File: src/logic/dev_ctrl_pkg.sv
// Contract
// - Device reset with permit set returns controller near power-up
// - Device reset bit clears itself
// - Device reset raises reset cause interrupt
// - Global reset only when permit bit set
// - Device reset sets reset-occurred status flag
// - Tag strip enable removes received VLAN tags
// - PHY reset bit holds PHY in reset
// - Status register read-only at its offset
// - Status bit zero shows MAC duplex
// - Status bit one shows link up
// - Link up follows PHY link indication in internal PHY mode with SLU set
// - Tx paused set on XOFF frame while flow control active
// - Tx paused cleared on timer or XON
package dev_ctrl_pkg;

    // ==========================================================
    // Register map
    localparam int          ADDR_W         = 8;
    localparam logic [7:0]  CTRL_OFF       = 8'h00;
    localparam logic [7:0]  STATUS_OFF     = 8'h08;
    localparam logic [7:0]  IRQ_STAT_OFF   = 8'hc0;
    localparam logic [7:0]  IRQ_CLR_OFF    = 8'hc4;
    localparam logic [7:0]  IRQ_EN_OFF     = 8'hc8;

    // ==========================================================
    // Control fields
    localparam int          CTRL_SLU_BIT   = 0;
    localparam int          CTRL_DRST_BIT  = 29;
    localparam int          CTRL_STRIP_BIT = 30;
    localparam int          CTRL_PRST_BIT  = 31;

    // ==========================================================
    // Status fields
    localparam int          ST_DUPLEX_BIT  = 0;
    localparam int          ST_LINK_BIT    = 1;
    localparam int          ST_TX_PAUSED_FLAG_BIT   = 4;
    localparam int          ST_RSTOCC_BIT  = 11;

    // ==========================================================
    // Interrupt cause fields
    localparam int          IRQ_W          = 3;
    localparam int          IRQ_DRST_BIT   = 0;
    localparam int          IRQ_LINK_BIT   = 1;
    localparam int          IRQ_TX_PAUSED_FLAG_BIT  = 2;
    localparam logic [2:0]  IRQ_EN_RESET   = 3'h0;

    // ==========================================================
    // Timing
    localparam int          CLK_PERIOD_PS  = 5000;
    localparam int          RESET_HOLD_NS  = 100;
    localparam int          RESET_HOLD_CYC =
        (RESET_HOLD_NS * 1000 + CLK_PERIOD_PS - 1) / CLK_PERIOD_PS;
    localparam int          CNT_W          = 5;

endpackage

File: src/logic/rst_seq_if.sv
`timescale 1ns/1ps
interface rst_seq_if;
    logic start;
    logic permit;
    logic pulse;
    logic busy;
    logic done;

    modport seq (input start, input permit, output pulse, output busy, output done);
    modport ctrl (output start, output permit, input pulse, input busy, input done);
endinterface

File: src/logic/dev_reset_seq.sv
`timescale 1ns/1ps
module dev_reset_seq (
    input  wire logic  clk,
    input  wire logic  reset_n,
    rst_seq_if.seq     sq
);
    typedef enum logic {SEQ_IDLE, SEQ_HOLD} seq_state_t;

    seq_state_t                        state_reg;
    seq_state_t                        state_next;
    logic [dev_ctrl_pkg::CNT_W-1:0]    count_reg;
    logic [dev_ctrl_pkg::CNT_W-1:0]    count_next;
    logic                              permit_reg;
    logic                              permit_next;
    logic                              done_reg;
    logic                              done_next;
    logic                              pulse_reg;
    logic                              pulse_next;

    localparam logic [dev_ctrl_pkg::CNT_W-1:0] LAST =
        dev_ctrl_pkg::CNT_W'(dev_ctrl_pkg::RESET_HOLD_CYC - 1);

    // ==========================================================
    // Reset hold sequence
    always_comb begin
        state_next  = state_reg;
        count_next  = count_reg;
        permit_next = permit_reg;
        done_next   = 1'b0;
        pulse_next  = pulse_reg;
        unique case (state_reg)
            SEQ_IDLE: begin
                if (sq.start) begin
                    state_next  = SEQ_HOLD;
                    count_next  = '0;
                    permit_next = sq.permit;
                    pulse_next  = sq.permit;
                end
            end
            SEQ_HOLD: begin
                count_next = count_reg + 1'b1;
                if (count_reg == LAST) begin
                    state_next = SEQ_IDLE;
                    pulse_next = 1'b0;
                    done_next  = permit_reg;
                end
            end
        endcase
    end

    always_ff @(posedge clk or negedge reset_n) begin
        if (!reset_n) begin
            state_reg  <= SEQ_IDLE;
            count_reg  <= '0;
            permit_reg <= 1'b0;
            done_reg   <= 1'b0;
            pulse_reg  <= 1'b0;
        end else begin
            state_reg  <= state_next;
            count_reg  <= count_next;
            permit_reg <= permit_next;
            done_reg   <= done_next;
            pulse_reg  <= pulse_next;
        end
    end

    assign sq.busy  = (state_reg == SEQ_HOLD);
    assign sq.pulse = pulse_reg;
    assign sq.done  = done_reg;
endmodule

File: src/logic/device_ctrl_status_bits.sv
// Strobed register access is this design's own decision.
`timescale 1ns/1ps
module device_ctrl_status_bits (
    input  wire logic                            clk,
    input  wire logic                            reset_n,
    input  wire logic [dev_ctrl_pkg::ADDR_W-1:0] reg_addr,
    input  wire logic [31:0]                     reg_wdata,
    input  wire logic                            reg_wr,
    input  wire logic                            reg_rd,
    output logic      [31:0]                     reg_rdata,
    input  wire logic                            device_reset_permit,
    input  wire logic                            mac_full_duplex,
    input  wire logic                            internal_phy_mode,
    input  wire logic                            phy_link_pin,
    input  wire logic                            flow_ctrl_active,
    input  wire logic                            xoff_rcvd,
    input  wire logic                            xon_rcvd,
    input  wire logic                            pause_expired,
    output logic                                 dev_reset_out,
    output logic                                 phy_reset_out,
    output logic                                 tag_strip_out,
    output logic                                 irq
);
    rst_seq_if sq ();

    logic                               link_meta_reg;
    logic                               link_sync_reg;
    logic                               link_up_reg;
    logic                               link_up_next;
    logic                               strip_reg;
    logic                               strip_next;
    logic                               phy_reset_bit_reg;
    logic                               phy_reset_bit_next;
    logic                               slu_reg;
    logic                               slu_next;
    logic                               tx_paused_flag_reg;
    logic                               tx_paused_flag_next;
    logic                               rst_occ_reg;
    logic                               rst_occ_next;
    logic [dev_ctrl_pkg::IRQ_W-1:0]     irq_stat_reg;
    logic [dev_ctrl_pkg::IRQ_W-1:0]     irq_stat_next;
    logic [dev_ctrl_pkg::IRQ_W-1:0]     irq_en_reg;
    logic [dev_ctrl_pkg::IRQ_W-1:0]     irq_en_next;
    logic [dev_ctrl_pkg::IRQ_W-1:0]     irq_evt;
    logic [dev_ctrl_pkg::IRQ_W-1:0]     irq_clr;
    logic [31:0]                        rdata_reg;
    logic [31:0]                        rdata_next;
    logic                               irq_reg;
    logic                               irq_next;
    logic                               ctrl_wr;
    logic                               dev_start;

    // ==========================================================
    // PHY link pin synchroniser
    always_ff @(posedge clk or negedge reset_n) begin
        if (!reset_n) begin
            link_meta_reg <= 1'b0;
            link_sync_reg <= 1'b0;
        end else begin
            link_meta_reg <= phy_link_pin;
            link_sync_reg <= link_meta_reg;
        end
    end

    // ==========================================================
    // Device reset sequencer
    assign ctrl_wr   = reg_wr && (reg_addr == dev_ctrl_pkg::CTRL_OFF);
    assign dev_start = ctrl_wr && reg_wdata[dev_ctrl_pkg::CTRL_DRST_BIT] && !sq.busy;
    assign sq.start  = dev_start;
    assign sq.permit = device_reset_permit;

    dev_reset_seq u_seq (
        .clk     (clk),
        .reset_n (reset_n),
        .sq      (sq)
    );

    // ==========================================================
    // Control and status state
    always_comb begin
        strip_next   = strip_reg;
        phy_reset_bit_next = phy_reset_bit_reg;
        slu_next     = slu_reg;
        irq_en_next  = irq_en_reg;
        tx_paused_flag_next   = tx_paused_flag_reg;
        rst_occ_next = rst_occ_reg || dev_start;
        if (ctrl_wr) begin
            strip_next   = reg_wdata[dev_ctrl_pkg::CTRL_STRIP_BIT];
            phy_reset_bit_next = reg_wdata[dev_ctrl_pkg::CTRL_PRST_BIT];
            slu_next     = reg_wdata[dev_ctrl_pkg::CTRL_SLU_BIT];
        end
        if (reg_wr && (reg_addr == dev_ctrl_pkg::IRQ_EN_OFF)) begin
            irq_en_next = reg_wdata[dev_ctrl_pkg::IRQ_W-1:0];
        end
        if (xoff_rcvd && flow_ctrl_active) begin
            tx_paused_flag_next = 1'b1;
        end else if (xon_rcvd || pause_expired) begin
            tx_paused_flag_next = 1'b0;
        end
        if (sq.done) begin
            strip_next   = 1'b0;
            phy_reset_bit_next = 1'b0;
            slu_next     = 1'b0;
            irq_en_next  = dev_ctrl_pkg::IRQ_EN_RESET;
            tx_paused_flag_next   = 1'b0;
        end
        link_up_next = internal_phy_mode && slu_reg && link_sync_reg;
    end

    // ==========================================================
    // Interrupt cause, clear and enable
    always_comb begin
        irq_evt = '0;
        irq_evt[dev_ctrl_pkg::IRQ_DRST_BIT]  = dev_start;
        irq_evt[dev_ctrl_pkg::IRQ_LINK_BIT]  = link_up_next != link_up_reg;
        irq_evt[dev_ctrl_pkg::IRQ_TX_PAUSED_FLAG_BIT] = tx_paused_flag_next && !tx_paused_flag_reg;
        irq_clr = '0;
        if (reg_wr && (reg_addr == dev_ctrl_pkg::IRQ_CLR_OFF)) begin
            irq_clr = reg_wdata[dev_ctrl_pkg::IRQ_W-1:0];
        end
        irq_stat_next = (irq_stat_reg & ~irq_clr) | irq_evt;
        irq_next      = |(irq_stat_reg & irq_en_reg);
    end

    // ==========================================================
    // Read port
    always_comb begin
        rdata_next = 32'h0000_0000;
        if (reg_rd) begin
            unique case (reg_addr)
                dev_ctrl_pkg::CTRL_OFF: begin
                    rdata_next[dev_ctrl_pkg::CTRL_SLU_BIT]   = slu_reg;
                    rdata_next[dev_ctrl_pkg::CTRL_DRST_BIT]  = sq.busy;
                    rdata_next[dev_ctrl_pkg::CTRL_STRIP_BIT] = strip_reg;
                    rdata_next[dev_ctrl_pkg::CTRL_PRST_BIT]  = phy_reset_bit_reg;
                end
                dev_ctrl_pkg::STATUS_OFF: begin
                    rdata_next[dev_ctrl_pkg::ST_DUPLEX_BIT] = mac_full_duplex;
                    rdata_next[dev_ctrl_pkg::ST_LINK_BIT]   = link_up_reg;
                    rdata_next[dev_ctrl_pkg::ST_TX_PAUSED_FLAG_BIT]  = tx_paused_flag_reg;
                    rdata_next[dev_ctrl_pkg::ST_RSTOCC_BIT] = rst_occ_reg;
                end
                dev_ctrl_pkg::IRQ_STAT_OFF: begin
                    rdata_next[dev_ctrl_pkg::IRQ_W-1:0] = irq_stat_reg;
                end
                dev_ctrl_pkg::IRQ_EN_OFF: begin
                    rdata_next[dev_ctrl_pkg::IRQ_W-1:0] = irq_en_reg;
                end
                default: begin
                    rdata_next = 32'h0000_0000;
                end
            endcase
        end
    end

    always_ff @(posedge clk or negedge reset_n) begin
        if (!reset_n) begin
            strip_reg    <= 1'b0;
            phy_reset_bit_reg  <= 1'b0;
            slu_reg      <= 1'b0;
            tx_paused_flag_reg    <= 1'b0;
            rst_occ_reg  <= 1'b0;
            link_up_reg  <= 1'b0;
            irq_stat_reg <= '0;
            irq_en_reg   <= dev_ctrl_pkg::IRQ_EN_RESET;
            irq_reg      <= 1'b0;
            rdata_reg    <= 32'h0000_0000;
        end else begin
            strip_reg    <= strip_next;
            phy_reset_bit_reg  <= phy_reset_bit_next;
            slu_reg      <= slu_next;
            tx_paused_flag_reg    <= tx_paused_flag_next;
            rst_occ_reg  <= rst_occ_next;
            link_up_reg  <= link_up_next;
            irq_stat_reg <= irq_stat_next;
            irq_en_reg   <= irq_en_next;
            irq_reg      <= irq_next;
            rdata_reg    <= rdata_next;
        end
    end

    assign reg_rdata     = rdata_reg;
    assign irq           = irq_reg;
    assign dev_reset_out = sq.pulse;
    assign phy_reset_out = phy_reset_bit_reg;
    assign tag_strip_out = strip_reg;

    // ==========================================================
    // Assertion helper: length of the running global reset pulse
    localparam logic [dev_ctrl_pkg::CNT_W-1:0] HOLD_LEN =
        dev_ctrl_pkg::CNT_W'(dev_ctrl_pkg::RESET_HOLD_CYC);

    logic [dev_ctrl_pkg::CNT_W-1:0]     pulse_len_reg;
    logic [dev_ctrl_pkg::CNT_W-1:0]     pulse_len_next;

    always_comb begin
        pulse_len_next = '0;
        if (dev_reset_out) begin
            pulse_len_next = pulse_len_reg + 1'b1;
        end
    end

    always_ff @(posedge clk or negedge reset_n) begin
        if (!reset_n) begin
            pulse_len_reg <= '0;
        end else begin
            pulse_len_reg <= pulse_len_next;
        end
    end
endmodule

File: config.mk
export PLATFORM = sky130hd
export DESIGN_NAME = device_ctrl_status_bits
export DESIGN_NICKNAME = d
export VERILOG_FILES = /design/src/logic/dev_ctrl_pkg.sv /design/src/logic/rst_seq_if.sv /design/src/logic/dev_reset_seq.sv /design/src/logic/device_ctrl_status_bits.sv
export SDC_FILE = /design/constraint.sdc
export NUM_CORES = 1
export LEC_CHECK = 0
export BUFFER_PORTS_ARGS = -buffer_cell sky130_fd_sc_hd__buf_4
export CORE_MARGIN = 2
export CORE_UTILIZATION = 47
export CTS_CLUSTER_SIZE = 16
export DETAILED_ROUTE_END_ITERATION = 12
export PLACE_DENSITY = 0.9
export SYNTH_ARGS = -nofsm -noshare
export SYNTH_HDL_FRONTEND = slang
export SYNTH_SLANG_ARGS = --single-unit
File: constraint.sdc
create_clock -name clk -period 2.25 [get_ports clk]
set_input_delay 0.1125 -clock clk [delete_from_list [all_inputs] [get_ports clk]]
set_output_delay 0.1125 -clock clk [all_outputs]
set_load 0.01 [all_outputs]
### Yosys cells after proc, flatten, opt, wreduce, memory -nomap -nowiden

Index checks and enable logic that the tools add are counted.

* equality and inequality tests: 8
* reductions and logical operators: 19
* add/sub/neg operators: 1
* bitwise gates (word level): 5
* multiplexer cells: 29

Operator list (number)
* 32-bit two-way mux: 1
* 8-bit == test (second input constant): 3
* 1-bit two-way mux: 17
* 3-bit two-way mux: 4
* 5-bit one-hot mux with 2 select lines: 1
* 1-bit logical AND: 9
* 8-bit by 4-bit == test with 1-bit output (second input constant): 1
* 8-bit zero test: 1
* 3-bit bitwise AND: 2
* 1-bit one-hot mux with 2 select lines: 3
* 5-bit by 1-bit adder with 5-bit output (second input constant): 1
* 5-bit == test (second input constant): 1
* 5-bit two-way mux: 1
* 2-bit != test (second input constant): 2
* 1-bit one-hot mux with 4 select lines: 1
* 2-bit AND reduction: 2
* 2-bit nonzero test: 2
* 3-bit NOT: 1
* 3-bit OR: 1
* 1-bit one-hot mux with 3 select lines: 1
* 3-bit OR reduction: 1
* 1-bit zero test: 2
* 1-bit logical OR: 2
* 1-bit != test: 1
* 1-bit NOT: 1

* output and inout bits: 36
* bits of input ports: 52
* word-level logic and storage cells: 79
* register bits: 56

### Depth between registers and ports, before layout

Gate-level depths: netlist (run 1).

* depth in word-level cells: 6
* gate-level depth with buffers: 5
* mapped depth without buffers: 5

### By module

Synthesis (run 1) repeated with hierarchy kept, for this count alone.

* cell total of the unflattened synthesis: 143
* area, all modules: 1572.8 um^2

By module, submodules not included
* device_ctrl_status_bits: times used 1, cells an instance 110, sequential area each 575.6 um^2, area each 1172.4 um^2
* dev_reset_seq: times used 1, cells an instance 33, sequential area each 225.2 um^2, area each 400.4 um^2

### Least setup slack after synthesis (run 1)

OpenSTA, ideal clock, no wires.

* path type: register to register
* start: reg u_seq.count_reg[0] in the netlist's numbering
* end: reg u_seq.pulse_reg, in the netlist u_seq.sq.pulse
* data required time: 2.130 ns
* slack: 0.877 ns
* library setup time: 0.120 ns
* cell stages (with the launch flop): 6
* data arrival time: 1.253 ns
* clock period less this slack: 1.373 ns
* path buffers: 0
* path through: dfrtp_1 ha_1 nand2_1 nor4b_1 inv_1 a31o_1

* longest elaborated chain between the ends: 3

RTL lines
* start: declaration: line dev_reset_seq.sv:11 `logic [dev_ctrl_pkg::CNT_W-1:0] count_reg;`
* start signal: assignment: line dev_reset_seq.sv:60 `count_reg <= count_next;`
* 5-bit == test: line dev_reset_seq.sv:42 `if (count_reg == LAST) begin`
* 2-bit != test (no source line)
* 2-bit AND reduction (no source line)
* end signal: assignment: line dev_reset_seq.sv:63 `pulse_reg <= pulse_next;`
* end: declaration: line dev_reset_seq.sv:17 `logic pulse_reg;`

Every way passes these cells.
A chain may end at the register's enable or synchronous reset.

### Final worst setup path (run 1)

* start: reg u_seq.state_reg, in the netlist u_seq.sq.busy
* end: reg u_seq.pulse_reg, in the netlist u_seq.sq.pulse

* longest elaborated chain between the ends: 4
* elaborated cells between the ends (all ways): 7
* those cells by class: eq/ne (2); mux (1); bitwise (1); reduce/logical (3)

RTL lines
* start: declaration: line dev_reset_seq.sv:9 `seq_state_t state_reg;`
* start signal: assignment: line dev_reset_seq.sv:59 `state_reg <= state_next;`
* 1-bit zero test: line device_ctrl_status_bits.sv:68 `assign dev_start = ctrl_wr && reg_wdata[dev_ctrl_pkg::CTRL_DRST_BIT] && !sq.busy;`
* 1-bit logical AND: line device_ctrl_status_bits.sv:68
* 2-bit != test (no source line)
* 2-bit AND reduction (no source line)

Several ways; a longest one is shown, not always the timed one.

==> run_results.csv, run 1 <==
group,metric,value,unit
status,status,"completed",
drt,via_per_inst,4.766,
floorplanning,die-height,61.85,um
synthesis,netlist_area,1573,um^2
layout,fill_cells,292,
clocking,clock_latency,330,ps
critical_path,path_buf_inv,1,
power,cellPowerDensity,640.0,nW/um^2
floorplanning,die-area,3825,um^2
synthesis,synth.top_cell.area_share,0.5091,
layout,regArea,800.8,um^2
floorplanning,coreArea,3284,um^2
power,vdd_drop_max,0.3437,mV
timing,finClkSkew,9.706,ps
grt,gr-total-overflow,0,
worst_hold_path,hold_class,"input port to flop",
drt,wl_met2,1.504,mm
drt,drt-initial-drc-count,25,
grt,antenna_found_initial,0,
placed_design,place_area,1798,um^2
timing,finalCriticalPeriod,1697,ps
clocking,cts-root-buf,"clkbuf_4",
placed_design,dp_hpwl,2.256,mm
synthesis,syn_inst,143,
synthesis,synth_area_leaders,"dfrtp_1 (51%), buf_4 (12%), mux2i_1 (6.4%), nor2_1 (3.6%), nand2_1 (2.1%)",
critical_path,cp_slowest_stage_delay,580,ps
critical_path,crit_chain,"nand2_1 -> nor4b_1 -> inv_1 -> a31o_1",
synthesis,yosys-top-cells-count,"dfrtp_1 (32), buf_4 (25), nor2_1 (15), mux2i_1 (10), nand2_1 (9)",
timing,post-route-period-util,0.7544,
drt,drt-met1-wl,1.225,mm
clocking,cts_buffers,5,
timing,tightestPinTransition,549.9,ps
critical_path,slowest_stage,"dfrtp_1",
timing,drv_slew,0,
synthesis,synth_most_common_cell,"dfrtp_1",
clocking,cts_sinks,32,
timing,setup_viol,0,
drt,vias,1101,
layout,areaGrowthSynthToFinish,18.54,%
layout,drive_gt1_frac,0.2811,
grt,grt_max_degree,33,
layout,nets,238,
grt,grt_pass1_wl,4.719,mm
synthesis,ys_types,36,
critical_path,worstPathRequired,2470,ps
drt,first_pass_iters,4,
layout,multi_input_area,654.4,um^2
placed_design,gp_congestion,0.8735,
layout,antenna_cells,0,
timing,max_freq,589.1,MHz
layout,design_area,1864,um^2
clocking,post_cts_buffers,0,
synthesis,synth_seq_cells,32,
drt,route.top_layer_used,"met4",
drt,drt_wl_total,2.940,mm
synthesis,synth.largest_area_cell,"dfrtp_1",
floorplanning,fp-row-count,21,
layout,largest_reg_flops,8,
critical_path,critPathKind,"flop to flop",
placed_design,io_buffers,37,
synthesis,synth_seq_area_share,0.5091,
grt,grt_pass1_vias,1079,
timing,hold_viol,0,
clocking,cts_tree,"yes",
drt,wl_met3,165,um
critical_path,cpLargestDelayFamily,"simple AND/OR/NAND/NOR gates",
synthesis,synth_edf_count,0,
timing,fin_setup_tns,0,ps
critical_path,path_max_fanout,10,
critical_path,worst_setup_path_start_kind,"flop",
power,power_leakage,0.9945,nW
floorplanning,die_x,61.85,um
drt,drc_errors,0,
clocking,cts.clk_slew.worst_paths,90,ps
floorplanning,ios,88,
synthesis,synth_async_sr_flop_share,1.000,
drt,antenna_left,0,
clocking,htreeDepth,2,
grt,grt.total_usage,0.1766,
floorplanning,initial_core_util,0.4789,
critical_path,end_kind,"flop",
timing,rsz0062_at_grt,"false",
drt,wl_per_cell,12.73,um
synthesis,synth_ff_type,"dfrtp_1",
synthesis,avgSynthCellArea,11.00,um^2
flow_run,maxCapViolations,0,
timing,slew-limit-headroom,0.6283,
critical_path,crit_arrival,1920,ps
clocking,clockBufferDepth,2,
synthesis,yosysWarnings,0,
timing repair:
| item | CTS | global route |
|---|---|---|
| gates resized for setup | 0 | 0 |
| hold endpoints to repair | 33 | 0 |
| hold buffers | 2 | 0 |
| endpoints found under the setup margin | 0 | 0 |
per-stage QoR:
stage / power [mW] / setup slack, ps / hold slack (ps) / std cells / util
after floorplan: 0.8439 / 877.5 / -183.1 / 166 / -
after global placement: 0.8890 / 629.6 / 60.94 / 222 / 0.5474
after detailed placement: 0.9040 / 567.4 / 65.11 / 222 / 0.5474
after CTS: 1.205 / 545.1 / 17.37 / 231 / 0.5676
after global routing: 1.269 / 444.0 / 39.88 / 231 / 0.5676
final: 1.193 / 552.6 / 22.16 / 231 / 0.5676
cell usage in the layout (no fill, tap or decap), drive strengths merged, types with 2 or more instances in the layout:
| master | instances |
|---|---|
| a21o | 3 |
| nand2 | 9 |
| and2 | 4 |
| a21oi | 2 |
| nand3 | 5 |
| nor2b | 2 |
| and3 | 3 |
| conb | 24 |
| nor3b | 2 |
| nor3 | 4 |
| o21ai | 3 |
| inv | 2 |
| mux2i | 10 |
| dfrtp | 32 |
| clkbuf | 6 |
| xnor2 | 2 |
| nor2 | 15 |
| dlygate4sd3 | 2 |
| nand4 | 4 |
| buf | 37 |
power by group:
group | leakage, nW | internal [mW] | switching [mW]
Clock | 0.0281 | 0.115 | 0.183
Sequential | 0.417 | 0.640 | 0.0590
Combinational | 0.549 | 0.0957 | 0.101
Total | 0.995 | 0.850 | 0.343
worst reg2reg max path, stage by stage (launching register included):
cell and delay (ps):
dfrtp_1 580, nand2_1 150, nor4b_1 540, inv_1 90, a31o_1 230
layout make-up:
class	instances	share of cell area
timing repair buffer	39	0.1597
clock inverter	1	0.002685
tap	46	0.03087
inverter	2	0.004027
sequential	32	0.4295
clock buffer	6	0.02215
multi-input combinational	105	0.3510
layer usage:
layer  vias up  track usage
met5         -            0
met4         0      0.08511
met3         6      0.03934
met2        38       0.3053
met1       525       0.2078
li1        532            -
path summary, 6_finish.rpt:
kind	startpoint	end	slack [ps]	depth (start not counted)
max in group asynchronous	reset_n	u_seq.count_reg[0]	1710	2
min reg2reg	link_meta_reg	link_sync_reg	350	0
min	reg_wdata[31]	phy_reset_out	20	3
max reg2reg	u_seq.sq.busy	u_seq.sq.pulse	550	4
max	u_seq.sq.busy	u_seq.sq.pulse	550	4
min in group asynchronous	reset_n	reg_rdata[4]	250	2
kinds of logic (layout without fill, tap and decap cells):
family	after synthesis	count (layout)	share of synthesized area
compound gates	14	14	0.06603
xor+xnor	2	2	0.01114
fa+ha+maj	1	1	0.007954
buf+inv	29	48	0.1297
flops	32	32	0.5092
mux	10	10	0.06365
other cells	1	24	0.002384
simple gates	54	54	0.2100
No activity file was read; power rests on OpenSTA's default activity.
==> run 2, diff against run 1 <==
--- a/config.mk
+++ b/config.mk
@@ -5,12 +5,13 @@
 export SDC_FILE = /design/constraint.sdc
 export NUM_CORES = 1
 export LEC_CHECK = 0
+export ABC_AREA = 1
 export BUFFER_PORTS_ARGS = -buffer_cell sky130_fd_sc_hd__buf_4
 export CORE_MARGIN = 2
-export CORE_UTILIZATION = 47
+export CORE_UTILIZATION = 44
 export CTS_CLUSTER_SIZE = 16
 export DETAILED_ROUTE_END_ITERATION = 12
-export PLACE_DENSITY = 0.9
+export PLACE_DENSITY = 0.85
 export SYNTH_ARGS = -nofsm -noshare
 export SYNTH_HDL_FRONTEND = slang
 export SYNTH_SLANG_ARGS = --single-unit
==> constraint.sdc (replaced) <==
create_clock -name clk -period 1.7 [get_ports clk]
set_input_delay 0.085 -clock clk [delete_from_list [all_inputs] [get_ports clk]]
set_output_delay 0.085 -clock clk [all_outputs]
set_load 0.01 [all_outputs]
==> run 2 against run 1 <==
  * Non-clock buffer count did not move
  * Critical path depth increased by 1
  * Sequential share of layout area shrank 2.8 points
  * First-iteration DRC count rose to 2.7 times the previous value
  * Sequential power rose by 30%
  * Clock skew decreased by 6.1 ps
  * Clock power grew 82%
  * Die area rose by 11%
  * Clock-buffer cell count unchanged
  * Global-route usage fell by 2.8 points
  * Highest routed layer unchanged
==> run_results.csv, run 2 <==
group,metric,value,unit
synthesis,synth_most_common_cell,"nand2_1",
timing,drv_slew,0,
layout,final_cell_mix,"nand2_1 (37), buf_4 (37), dfrtp_1 (32), conb_1 (24), inv_1 (21)",
critical_path,end_kind,"flop",
timing,finalCriticalPeriod,1165,ps
synthesis,synth_seq_area_share,0.4852,
synthesis,synth_area_leaders,"dfrtp_1 (49%), buf_4 (11%), nand2_1 (8.4%), nand3_1 (6.1%), inv_1 (4.8%)",
drt,vias,1265,
worst_hold_path,hold_class,"input port to flop",
drt,first_pass_iters,4,
flow_run,maxCapViolations,0,
synthesis,synth.largest_area_cell,"dfrtp_1",
timing,setup_viol,0,
drt,drt_wl_total,2.880,mm
layout,areaGrowthSynthToFinish,20.70,%
clocking,htreeDepth,2,
clocking,cts_buffers,5,
placed_design,dp_hpwl,2.201,mm
power,power_leakage,1.067,nW
grt,grt_pass1_vias,1162,
synthesis,yosysWarnings,0,
timing,rsz0062_at_grt,"false",
timing,hold_viol,0,
synthesis,synth_async_sr_flop_share,1.000,
layout,multi_input_area,673.1,um^2
clocking,cts_sinks,32,
layout,drive_gt1_frac,0.2532,
floorplanning,die-height,65.25,um
layout,antenna_cells,0,
drt,drc_errors,0,
floorplanning,die-area,4257,um^2
power,cellPowerDensity,851.4,nW/um^2
drt,drt-initial-drc-count,67,
grt,grt.total_usage,0.1490,
timing,finClkSkew,3.573,ps
grt,globalRoute.busiestLayer,"met2",
grt,grt_pass1_wl,4.830,mm
critical_path,worst_setup_path_start_kind,"flop",
synthesis,synth_seq_cells,32,
floorplanning,die_x,65.25,um
placed_design,io_buffers,37,
clocking,cts.clk_slew.worst_paths,60,ps
synthesis,yosys-top-cells-count,"nand2_1 (37), dfrtp_1 (32), buf_4 (24), inv_1 (21), nand3_1 (20)",
grt,grt_max_degree,33,
floorplanning,initial_core_util,0.4542,
critical_path,crit_arrival,1330,ps
critical_path,cp_slowest_stage_delay,400,ps
clocking,cts_resized,0,
layout,regArea,800.8,um^2
drt,via_per_inst,4.502,
grt,met2_usage,0.2666,
clocking,clockBufferDepth,2,
floorplanning,coreArea,3633,um^2
placed_design,gp_congestion,0.8633,
worst_hold_path,holdCritStartpoint,"reg_wdata[30]",
grt,antenna_found_initial,0,
timing,setup_slack,534.9,ps
floorplanning,fp-row-count,22,
placed_design,post-place-ws,560.3,ps
critical_path,path_max_fanout,4,
drt,antenna_left,0,
synthesis,synth.top_cell.area_share,0.4852,
critical_path,critPathKind,"flop to flop",
timing,finalHoldWorstSlack,19.26,ps
layout,nets,286,
status,status,"completed",
floorplanning,ios,88,
clocking,cts_tree,"yes",
synthesis,syn_inst,188,
power,vdd_drop_max,0.4407,mV
synthesis,ys_types,26,
critical_path,crit_start,"u_seq.count_reg[0]",
synthesis,synth_ff_type,"dfrtp_1",
critical_path,crit_chain,"ha_1 -> nand2_1 -> nor2_1 -> nand3b_1 -> a21boi_1",
synthesis,netlist_area,1650,um^2
synthesis,synth_edf_count,0,
critical_path,r2r-start,"u_seq.count_reg[0]",
grt,grtUsageMet1,0.1611,
drt,wl_per_cell,10.25,um
timing,fin_setup_tns,0,ps
timing,post-route-period-util,0.6853,
critical_path,slowest_stage,"dfrtp_1",
clocking,cts-root-buf,"clkbuf_8",
layout,fill_cells,335,
clocking,clock_latency,280,ps
grt,gr-total-overflow,0,
timing,max_freq,858.3,MHz
synthesis,avgSynthCellArea,8.778,um^2
layout,largest_reg_flops,8,
critical_path,worstPathRequired,1860,ps
grt,grt.met3_usage,0.04281,
[run 2: changes by cell type in the layout (fill, tap and decap cells not counted), moves of 3 or more]
cell      previous run  this run
o21ai_1              0         3
clkbuf_8             0         5
mux2i_1             10         0
and2_1               4         0
nor2_4               0         3
o21ai_0              3         7
inv_1                2        21
a21o_1               3         0
nand3_1              4        20
nor2_2               0         4
and3_1               3         0
nand2_1              9        37
clkbuf_4             5         0
[run 2: worst paths after layout]
check,slack (ps),depth (start not counted),endpoint
setup / recovery,530,5,u_seq.sq.busy
hold / removal,20,3,tag_strip_out
setup reg to reg,530,5,u_seq.sq.busy
hold reg to reg,350,0,link_sync_reg
max in group asynchronous,1150,2,u_seq.permit_reg
min in group asynchronous,270,2,reg_rdata[1]
[run 2: power by group]
| group | total [mW] | leakage, nW | switching [mW] | internal (mW) |
|---|---|---|---|---|
| Combinational | 0.247 | 0.614 | 0.137 | 0.110 |
| Sequential | 0.906 | 0.413 | 0.0664 | 0.840 |
| Clock | 0.543 | 0.0410 | 0.265 | 0.278 |
| Total | 1.70 | 1.07 | 0.468 | 1.23 |
[run 2: metrics by stage]
stage / instances / power [mW] / area, um^2 / util
final: 281 / 1.696 / 1992 / 0.5482
after detailed placement: 272 / 1.167 / 1894 / 0.5214
after floorplan: 211 / 1.090 / 1737 / -
after global routing: 281 / 1.795 / 1992 / 0.5482
after CTS: 281 / 1.707 / 1992 / 0.5482
after global placement: 272 / 1.150 / 1894 / 0.5214
[run 2: routing by layer]
layer / share of wire / routed length [um]
met2: 0.53 / 1527
met5: 0 / 0
met1: 0.40 / 1143
met3: 0.068 / 195
met4: 0.0049 / 14
[run 2: repair_timing]
action | in CTS | in global routing
hold buffers | 2 | 0
setup buffers | 0 | 0
endpoints found under the hold margin | 33 | 0
[run 2: area by class of cell]
type,instances,area share
Sequential cell,32,0.4020
Multi-Input combinational cell,133,0.3379
Timing Repair Buffer,39,0.1495
Inverter,22,0.04146
Clock buffer,6,0.03643
Tap cell,48,0.03015
Clock inverter,1,0.002513
[run 2: logic make-up after synthesis]
group	count (synthesis)	share of synthesized area
compound gates	13	0.04094
xor+xnor	2	0.01062
fa+ha+maj	1	0.007580
buf+inv	46	0.1592
flops	32	0.4852
other cells	1	0.002272
simple gates	93	0.2942
[run 2: worst max-delay path: cells and delay by family, from the launching register on]
kind,cells,cell delay (ps)
DFF,1,400
and+or+nand+nor,3,300
adders and majority gates,1,190
AOI/OAI and AO/OA,1,150
